`config.mk`:
```
export PLATFORM = sky130hd
export DESIGN_NAME = rmoi_mode_regs
export DESIGN_NICKNAME = d
export VERILOG_FILES = /design/src/rmoi_pkg.sv /design/src/rmoi_osc_counter.sv /design/src/rmoi_mode_regs.sv
export VERILOG_INCLUDE_DIRS = /design/src
export SDC_FILE = /design/constraint.sdc
export NUM_CORES = 1
export LEC_CHECK = 0
export BUFFER_PORTS_ARGS = -buffer_cell sky130_fd_sc_hd__buf_2
export CAP_MARGIN = 20
export CORE_ASPECT_RATIO = 1.75
export CORE_UTILIZATION = 56
export DETAILED_ROUTE_END_ITERATION = 10
export PLACE_DENSITY_LB_ADDON = 0.2
export SETUP_SLACK_MARGIN = 0.5
export SLEW_MARGIN = 10
export SYNTH_ARGS = -nofsm -noshare
export SYNTH_HDL_FRONTEND = slang
export SYNTH_SLANG_ARGS = --single-unit
```
`constraint.sdc`:
```
create_clock -name clock -period 4.4 [get_ports clock]
set_clock_uncertainty 0.15 [all_clocks]
set_input_delay 0.22 -clock clock [delete_from_list [all_inputs] [get_ports clock]]
set_output_delay 0.22 -clock clock [all_outputs]
set_load 0.01 [all_outputs]
```
`src/rmoi_regs.svh`:
```
`ifndef RMOI_REGS_SVH
`define RMOI_REGS_SVH

// Mode register addresses seen on the command bus
`define RMOI_ADDR_BANK_MASK  6'h10
`define RMOI_ADDR_SEG_MASK   6'h11
`define RMOI_ADDR_OSC_LOW    6'h12
`define RMOI_ADDR_OSC_HIGH   6'h13
`define RMOI_ADDR_UP_INVERT  6'h14

// Reset values
`define RMOI_MASK_RESET      8'h00
`define RMOI_INVERT_RESET    8'h55
`define RMOI_READ_IDLE       8'h00

// Oscillator count layout
`define RMOI_OSC_WIDTH       16
`define RMOI_OSC_LOW_LSB     0
`define RMOI_OSC_HIGH_LSB    8

// Top row bit of the segment field for each density group
`define RMOI_SEG_TOP_2G      13
`define RMOI_SEG_TOP_4G      14
`define RMOI_SEG_TOP_8G      15
`define RMOI_SEG_TOP_16G     16

`endif

```
`src/rmoi_pkg.sv`:
```
package rmoi_pkg;

  // Density shared by both channels, selects which row bits form the segment
  typedef enum logic [2:0] {
    RMOI_DEN_2G,
    RMOI_DEN_3G,
    RMOI_DEN_4G,
    RMOI_DEN_6G,
    RMOI_DEN_8G,
    RMOI_DEN_12G,
    RMOI_DEN_16G
  } rmoi_density_type;

  // One mode register command from the controller
  typedef struct packed {
    logic       write;      // Mode register write
    logic       read;       // Mode register read
    logic       channel;    // Target channel
    logic [5:0] addr;       // Mode register address
    logic [7:0] data;       // Write operand
  } rmoi_cmd_type;

  // One refresh query from the refresh engine
  typedef struct packed {
    logic        valid;     // Query present
    logic        channel;   // Channel being refreshed
    logic [2:0]  bank;      // Bank being refreshed
    logic [16:0] row;       // Row being refreshed
  } rmoi_refresh_type;

  // Read calibration drive for the upper byte
  typedef struct packed {
    logic [7:0] dq;         // Pattern on the eight upper lanes
    logic       dmi;        // Pattern on the upper mask lane
  } rmoi_cal_lane_type;

endpackage

```
`src/rmoi_osc_counter.sv`:
```
`include "rmoi_regs.svh"

module rmoi_osc_counter #(
  parameter int COUNT_WIDTH = `RMOI_OSC_WIDTH
) (
  input  wire logic                   clock,
  input  wire logic                   rst,
  input  wire logic                   osc_pin,
  input  wire logic                   osc_start,
  input  wire logic                   osc_stop,
  output logic      [COUNT_WIDTH-1:0] count_r,
  output logic                        running_r
);

  // Register reads split the count into two bytes
  initial begin
    if (COUNT_WIDTH != `RMOI_OSC_WIDTH) $error("rmoi_osc_counter: width must match two bytes");
  end

  logic sync1_r;   // First stage, read only by sync2_r
  logic sync2_r;   // Second stage, safe to use
  logic prev_r;    // Delayed copy for edge detection
  wire  rise_edge; // Rising edge of the oscillator input
  wire  at_max;    // Count saturated

  assign rise_edge = sync2_r & ~prev_r;
  assign at_max    = &count_r;

  // Two-flop synchroniser plus edge history
  always_ff @(posedge clock) begin
    if (rst) begin
      sync1_r <= 1'b0;
      sync2_r <= 1'b0;
      prev_r  <= 1'b0;
    end else begin
      sync1_r <= osc_pin;
      sync2_r <= sync1_r;
      prev_r  <= sync2_r;
    end
  end

  // Run flag, start wins over stop
  always_ff @(posedge clock) begin
    if (rst) running_r <= 1'b0;
    else if (osc_start) running_r <= 1'b1;
    else if (osc_stop) running_r <= 1'b0;
  end

  // Count edges; a start clears the old result
  // Saturates rather than wraps so a long run never reads as short
  always_ff @(posedge clock) begin
    if (rst) count_r <= '0;
    else if (osc_start) count_r <= '0;
    else if (running_r && rise_edge && !at_max) count_r <= count_r + 1'b1;
  end
endmodule

```
`src/rmoi_mode_regs.sv`:
```
`include "rmoi_regs.svh"

module rmoi_mode_regs #(
  parameter int CHANNELS = 2
) (
  input  wire logic                      clock,
  input  wire logic                      rst,
  input  wire rmoi_pkg::rmoi_cmd_type    cmd,
  input  wire rmoi_pkg::rmoi_density_type density,
  input  wire rmoi_pkg::rmoi_refresh_type refresh_req,
  input  wire logic                      osc_pin,
  input  wire logic                      osc_start,
  input  wire logic                      osc_stop,
  input  wire logic                      cal_active,
  input  wire logic                      cal_pattern_bit,
  input  wire logic                      dbi_enable,
  output logic                     [7:0] read_data_r,
  output logic                           read_valid_r,
  output logic                           refresh_skip_r,
  output logic                           refresh_ack_r,
  output logic [CHANNELS-1:0]      [7:0] bank_mask_r,
  output logic [CHANNELS-1:0]      [7:0] seg_mask_r,
  output rmoi_pkg::rmoi_cal_lane_type    cal_lane_r,
  output logic                           dbi_active_r,
  output logic                           osc_running_r
);

  // Channel select is a single bit in the command
  initial begin
    if (CHANNELS < 1 || CHANNELS > 2) $error("rmoi_mode_regs: one or two channels only");
  end

  // Segment number from the row, by density
  function automatic logic [2:0] seg_of(input logic [16:0] row, input rmoi_pkg::rmoi_density_type den);
    logic [2:0] seg;
    seg = '0;
    unique case (den)
      rmoi_pkg::RMOI_DEN_2G:  seg = row[`RMOI_SEG_TOP_2G  -: 3];
      rmoi_pkg::RMOI_DEN_3G,
      rmoi_pkg::RMOI_DEN_4G:  seg = row[`RMOI_SEG_TOP_4G  -: 3];
      rmoi_pkg::RMOI_DEN_6G,
      rmoi_pkg::RMOI_DEN_8G:  seg = row[`RMOI_SEG_TOP_8G  -: 3];
      rmoi_pkg::RMOI_DEN_12G,
      rmoi_pkg::RMOI_DEN_16G: seg = row[`RMOI_SEG_TOP_16G -: 3];
      default:                seg = row[`RMOI_SEG_TOP_16G -: 3];
    endcase
    return seg;
  endfunction

  // Address decode, shared by writes and reads
  function automatic logic hit(input rmoi_pkg::rmoi_cmd_type c, input logic [5:0] a);
    return c.addr == a;
  endfunction

  logic [7:0]                  up_invert_r;   // Upper-byte invert mask
  logic [`RMOI_OSC_WIDTH-1:0]  osc_count;     // Live oscillator count
  logic                        osc_run;       // Oscillator counter running
  wire                         wr_bank;       // Write to bank mask
  wire                         wr_seg;        // Write to segment mask
  wire                         wr_inv;        // Write to invert mask
  wire  [7:0]                  rd_mux;        // Read data selection
  wire  [2:0]                  req_seg;       // Segment of the queried row
  wire                         ch_sel;        // Channel that a write targets
  wire                         req_ch;        // Channel that a query targets
  wire                         skip_nxt;      // Refresh must be skipped
  wire  [7:0]                  pattern_byte;  // Pattern copied onto eight lanes
  wire  [7:0]                  dq_nxt;        // Upper lane drive

  // Osc count registers have no write strobe at all
  assign wr_bank = cmd.write & hit(cmd, `RMOI_ADDR_BANK_MASK);
  assign wr_seg  = cmd.write & hit(cmd, `RMOI_ADDR_SEG_MASK);
  assign wr_inv  = cmd.write & hit(cmd, `RMOI_ADDR_UP_INVERT);
  assign ch_sel  = (CHANNELS > 1) ? cmd.channel : 1'b0;
  assign req_ch  = (CHANNELS > 1) ? refresh_req.channel : 1'b0;

  // Only the count bytes read back; write-only registers read as idle value
  assign rd_mux =
    hit(cmd, `RMOI_ADDR_OSC_LOW)  ? osc_count[`RMOI_OSC_LOW_LSB  +: 8] :
    hit(cmd, `RMOI_ADDR_OSC_HIGH) ? osc_count[`RMOI_OSC_HIGH_LSB +: 8] :
    `RMOI_READ_IDLE;

  // Segment lookup by the density's row bits
  assign req_seg  = seg_of(refresh_req.row, density);
  // Either mask of the target channel stops the refresh
  assign skip_nxt = bank_mask_r[req_ch][refresh_req.bank] | seg_mask_r[req_ch][req_seg];

  // Each lane takes the pattern, flipped where its invert bit is set
  assign pattern_byte = {8{cal_pattern_bit}};
  assign dq_nxt       = pattern_byte ^ up_invert_r;

  // Per-channel refresh masks
  generate
    for (genvar ch = 0; ch < CHANNELS; ch++) begin : g_chan
      // Bank mask, cleared at reset
      always_ff @(posedge clock) begin
        if (rst) bank_mask_r[ch] <= `RMOI_MASK_RESET;
        else if (wr_bank && ch_sel == 1'(ch)) bank_mask_r[ch] <= cmd.data;
      end
      // Segment mask, cleared at reset; top bits trusted to the controller
      always_ff @(posedge clock) begin
        if (rst) seg_mask_r[ch] <= `RMOI_MASK_RESET;
        else if (wr_seg && ch_sel == 1'(ch)) seg_mask_r[ch] <= cmd.data;
      end
    end
  endgenerate

  // Upper-byte invert mask, alternate lanes inverted at reset
  always_ff @(posedge clock) begin
    if (rst) up_invert_r <= `RMOI_INVERT_RESET;
    else if (wr_inv) up_invert_r <= cmd.data;
  end

  // Read answer one cycle after the command
  always_ff @(posedge clock) begin
    if (rst) begin
      read_data_r  <= `RMOI_READ_IDLE;
      read_valid_r <= 1'b0;
    end else begin
      read_data_r  <= cmd.read ? rd_mux : `RMOI_READ_IDLE;
      read_valid_r <= cmd.read;
    end
  end

  // Refresh verdict one cycle after the query
  always_ff @(posedge clock) begin
    if (rst) begin
      refresh_skip_r <= 1'b0;
      refresh_ack_r  <= 1'b0;
    end else begin
      refresh_skip_r <= refresh_req.valid & skip_nxt;
      refresh_ack_r  <= refresh_req.valid;
    end
  end

  // Calibration drive; mask lane never inverted, inversion off in calibration
  always_ff @(posedge clock) begin
    if (rst) begin
      cal_lane_r   <= '0;
      dbi_active_r <= 1'b0;
    end else begin
      cal_lane_r.dq  <= cal_active ? dq_nxt : '0;
      cal_lane_r.dmi <= cal_active & cal_pattern_bit;
      dbi_active_r   <= dbi_enable & ~cal_active;
    end
  end

  // Oscillator measurement; a start clears both bytes
  rmoi_osc_counter #(
    .COUNT_WIDTH (`RMOI_OSC_WIDTH)
  ) u_osc (
    .clock     (clock),
    .rst       (rst),
    .osc_pin   (osc_pin),
    .osc_start (osc_start),
    .osc_stop  (osc_stop),
    .count_r   (osc_count),
    .running_r (osc_run)
  );

  // Running flag straight from a flop
  always_ff @(posedge clock) begin
    if (rst) osc_running_r <= 1'b0;
    else osc_running_r <= osc_run;
  end
endmodule

```
## Yosys cells after proc, flatten, opt, wreduce, memory -nomap -nowiden

Index checks and enable logic that the tools add are counted.

| storage, ports and cells | value |
|---|---|
| register bits after elaboration | 82 |
| bits of input ports | 50 |
| output and inout port bits | 54 |
| logic and storage cells | 72 |

| cells by class | value |
|---|---|
| add/subtract/negate cells | 1 |
| magnitude comparators | 3 |
| equal/unequal tests | 9 |
| multiplexer cells | 13 |
| bitwise gates (word level) | 13 |
| reductions and logical operators | 15 |

Operator list:

| operator | number |
|---|---|
| 8-bit 2-to-1 mux | 6 |
| 6-bit by 5-bit equality test with 1-bit output (second input constant) | 5 |
| 16-bit by 1-bit adder with 16-bit output (second input constant) | 1 |
| 16-bit AND reduction | 1 |
| 2-bit OR reduction | 5 |
| 3-bit one-hot mux with 3 select lines | 1 |
| 3-bit by 4-bit < comparator with 1-bit output (second input constant) | 2 |
| 8-bit bitwise XOR | 1 |
| 1-bit bitwise AND | 7 |
| 1-bit binary-select mux with 3-bit select | 2 |
| 3-bit by 2-bit equality test with 1-bit output (second input constant) | 2 |
| 1-bit logical AND | 6 |
| 1-bit 2-to-1 mux | 4 |
| 1-bit NOT | 4 |
| 3-bit by 1-bit equality test with 1-bit output (second input constant) | 1 |
| 3-bit equality test (second input constant) | 1 |
| 3-bit logical NOT | 1 |
| 1-bit by 2-bit < comparator with 1-bit output (second input constant) | 1 |
| 2-bit nonzero test | 1 |
| 1-bit logical NOT | 1 |
| 1-bit bitwise OR | 1 |

## Longest topological paths before layout

| depth | value |
|---|---|
| depth in word-level cells | 7 |
| mapped depth | 8 |
| mapped depth without buffers | 7 |

## Hierarchy

A second synthesis with hierarchy kept.

| unflattened totals | value |
|---|---|
| cell total of the unflattened synthesis | 389 |
| area, all modules | 3619.7 sq um |

Modules (own cells, without submodules):

| module | instances | cells each | area an instance (sq um) | sequential area each (sq um) |
|---|---|---|---|---|
| rmoi_mode_regs | 1 | 278 | 2648.8 | 1241.2 |
| rmoi_osc_counter | 1 | 111 | 970.9 | 400.4 |

## Least setup slack after synthesis

OpenSTA, ideal clock, no wires.

| path | value |
|---|---|
| path kind | register -> register |
| from | register u_osc.count_r[0] |
| to | register u_osc.count_r[1] |
| library setup time | 0.128 ns |
| data arrival time | 1.490 ns |
| data required time | 4.122 ns |
| path slack | 2.632 ns |
| cell stages (with the launch flop) | 8 |
| path buffers | 1 |
| period minus slack after synthesis | 1.768 ns |
| cell sequence | dfxtp_1 ha_1 nand2_1 nor3_2 a21o_1 buf_6 mux2i_1 nor2_1 |

| on the way | value |
|---|---|
| word-level cells in the longest chain between the ends | 3 |
| elaborated cells between the ends (all ways) | 4 |
| those cells by class | 1 x add/sub; 3 x reduce/logical |

RTL lines:

| element | line | source |
|---|---|---|
| start: declaration | rmoi_osc_counter.sv:11 | `output logic [COUNT_WIDTH-1:0] count_r,` |
| start signal: assignment | rmoi_osc_counter.sv:54 | `else if (running_r && rise_edge && !at_max) count_r <= count_r + 1'b1;` |
| branches (longest 3 deep; another with 16-bit by 1-bit adder with 16-bit output) | - |  |

Several ways; the timed one is not identified.
A chain may end at the register's enable or synchronous reset.

## Worst setup path in the final report

| path | value |
|---|---|
| from | register u_osc.count_r[0] |
| to | register u_osc.count_r[5] |

Same word-level chain as after synthesis.

==> results.py <==
metrics = {
    "setup_path": {
        "crit_path_start_kind": "register",
        "critPathArrivalTime_ns": 2.13,
        "worstPathMaxFanout": 8,
        "timing.rr.start": "u_osc.count_r[0]$_SDFFE_PP0P_",
        "worstSetupPathType": "reg2reg",
        "cp.required_ns": 4.49,
        "crit_start": "u_osc.count_r[0]$_SDFFE_PP0P_",
        "worstSetupEndpointType": "register",
    },
    "clock_tree": {
        "clk_pin_slew_ns": 0.08,
        "clk_latency_ns": 0.36,
        "cts_tree": "done",
        "cts_buffers": 9,
        "clk_path_buf_depth": 2,
        "cts.sinks": 82,
        "post-cts-setup-buffers": 0,
        "cts_max_level": 3,
        "clock-root-buffer": "clkbuf_8",
    },
    "global_routing": {
        "grt_pass1_wl_um": 12900,
        "antenna_found_initial": 0,
        "grt_start_max_net_pins": 51,
        "grt_overflow_total": 0,
        "first_global_vias": 2764,
        "grtUsageTotal_pct": 25.1,
    },
    "synth": {
        "ys_seq_area_share_pct": 45.6,
        "yosysWarnings": 0,
        "synth-seq-cells": 82,
        "synthSimpleGateAreaFrac_pct": 17.8,
        "synthAdderAreaFrac_pct": 0.347,
        "synthCells": 351,
        "synthDistinctLibCells": 46,
        "syn_nets": 402,
        "synth_async_sr_flop_share_pct": 0,
        "synthesis.area_um2": 3600,
        "synth_top_family_by_area": "multiplexers",
        "netlist.top_cell.by_area": "dfxtp_1",
        "synth_edf_count": 0,
        "yosysTopAreaCellShare_pct": 45.6,
        "synth_compound_area_share_pct": 5.39,
        "synth-main-ff-cell": "dfxtp_1",
        "synthMuxAreaShare_pct": 22.4,
        "synth-xor-area-share_pct": 5.11,
        "synth_area_leaders": "dfxtp_1 46%, mux2i_1 16%, nor2_1 7.7%",
        "avgSynthCellArea_um2": 10.3,
    },
    "final_layout": {
        "antenna_cells": 0,
        "finalNetCount": 494,
        "multi_input_area_um2": 1840,
        "regArea_um2": 1640,
        "areaGrowthSynthToFinish_pct": 20.7,
        "fill_cells": 531,
        "drive_gt1_share_pct": 29.9,
    },
    "detailed_routing": {
        "drc": 0,
        "detail-route-antenna-nets": 0,
        "post_drt_wl_per_cell_um": 15.3,
        "vias": 2826,
        "routed_wl_um": 8060,
        "drtIter0Drc": 99,
        "drt_first_pass_iters": 4,
        "viasPerCell": 5.35,
    },
    "die": {
        "die_w_um": 62.6,
        "ios": 104,
        "coreArea_um2": 6180,
        "num_rows": 38,
        "start_util_pct": 58.3,
        "die-area_um2": 6770,
        "fp.dieH_um": 108,
    },
    "sta": {
        "hold_viol_final": 0,
        "finalCritPeriodShare_pct": 46.2,
        "finalSetupViolCount": 0,
        "rsz0062_at_grt": "false",
        "setup_ws_ns": 2.37,
        "relSlewSlack_pct": 42.4,
        "fin_setup_tns_ns": 0,
        "fmax_ghz": 0.492,
        "period_needed_ns": 2.03,
        "worst_pin_slew_ns": 0.865,
        "finalMaxSlewViolations": 0,
    },
    "place": {
        "gp_congestion": 0.884,
        "place_hpwl_um": 6010,
        "preCtsSetupSlack_ns": 2.31,
        "port_buffers": 92,
    },
    "power": {
        "power_mw": 1.41,
        "power.density_nw_per_um2": 325,
        "ir_worst_vdd_mv": 0.254,
        "p_leak_nw": 2.06,
    },
    "min_path": {
        "min_from": "refresh_req[21]",
        "hold_class": "in2reg",
    },
    "run": {
        "max-cap-violations": 0,
    },
    "status": {
        "status": "completed",
    },
}
## synthesized netlist by cell type (3+ instances only)
library cell,n
mux4_1,3
inv_1,11
xor2_1,9
o21ai_0,6
nand2_1,5
dfxtp_1,82
xnor2_1,12
buf_1,3
mux2i_1,57
nor2b_1,7
nor3b_1,3
nor2_1,74
a211o_1,5
nand3_1,10
buf_2,4
a21oi_1,3
clkbuf_1,8
mux2_2,6
nand3b_1,3
## metal layers
metal,track usage [%],share of wire [%],vias to the layer above
met4,15.8,4.9,0
li1,-,-,1386
met2,46.6,54,82
met1,24.5,36,1332
met5,0,0,-
met3,6.12,4.7,26
## cell type report
type                    instances  area share [%]
multi-input cells             241            42.3
flip-flops and latches         82            37.8
repair buffers                 98            12.0
clock buffers                  10            3.17
well taps                      80            2.30
clock inverters                 6            1.53
inverters                      11           0.950
## cell usage in the layout, fill, tap and decap left out, drive strengths merged, types with 2 or more instances in the layout
master	count
nor2	75
buf	92
xnor2	12
or3	2
a211o	5
o211ai	2
inv	11
xor2	9
mux4	5
a21oi	4
nand4b	2
clkinv	5
nand2	5
mux2	6
and4	2
clkbuf	10
nor2b	7
a211oi	2
a31oi	2
a221oi	2
mux2i	59
nand3	11
o21ai	6
nor3	4
or2	3
nor3b	4
nand3b	3
dfxtp	82
nand2b	2
dlygate4sd3	6
## worst paths after layout
check                             endpoint  slack, ns  cells after the start
max          u_osc.count_r[5]$_SDFFE_PP0P_       2.37                      7
min               refresh_ack_r$_SDFF_PP0_       0.01                      3
max reg2reg  u_osc.count_r[5]$_SDFFE_PP0P_       2.37                      7
min reg2reg       u_osc.sync2_r$_SDFF_PP0_       0.30                      1
## metrics by stage
stage,cells,utilization (%),area [um2],hold WS [ns]
final,528,70.3,4350,0.0126
after global placement,506,66.0,4080,0.250
after detailed placement,506,66.0,4080,0.257
after floorplan,351,-,3600,0.146
after global routing,528,70.3,4350,0.0174
after CTS,528,70.3,4350,0.00573
## sequential cells by signal, indices dropped and copies added (netlist names), 8 cells and up
register and flops:
cal_lane_r 9, u_osc.count_r 16, bank_mask_r 16, read_data_r 8, up_invert_r 8, seg_mask_r 16
## logic make-up (layout without fill, tap and decap cells)
family,after synthesis,after routing
and+or+nand+nor,124,124
adders and majority gates,1,1
xor gates and xnor gates,21,21
muxes,70,70
buffers and inverters,28,125
AOI/OAI and AO/OA,25,25
DFF,82,82
## worst max-delay path, cell delays in order (launching register included)
cell     delay [ns]
dfxtp_1        0.40
ha_1           0.22
nand2_1        0.11
nor3_2         0.42
a21o_1         0.35
nor3_2         0.09
xnor2_1        0.14
nor2_1         0.05
## where the power goes
| part | total (mW) | switching, mW | internal (mW) |
|---|---|---|---|
| Clock | 0.548 | 0.270 | 0.278 |
| Combinational | 0.113 | 0.0633 | 0.0495 |
| Sequential | 0.753 | 0.00289 | 0.750 |
## repair_timing
| item | in CTS | in global routing |
|---|---|---|
| endpoints found under the hold margin | 4 | 0 |
| gates resized for setup | 0 | 0 |
| hold buffers | 6 | 0 |
(Power assumes the default switching activity.)
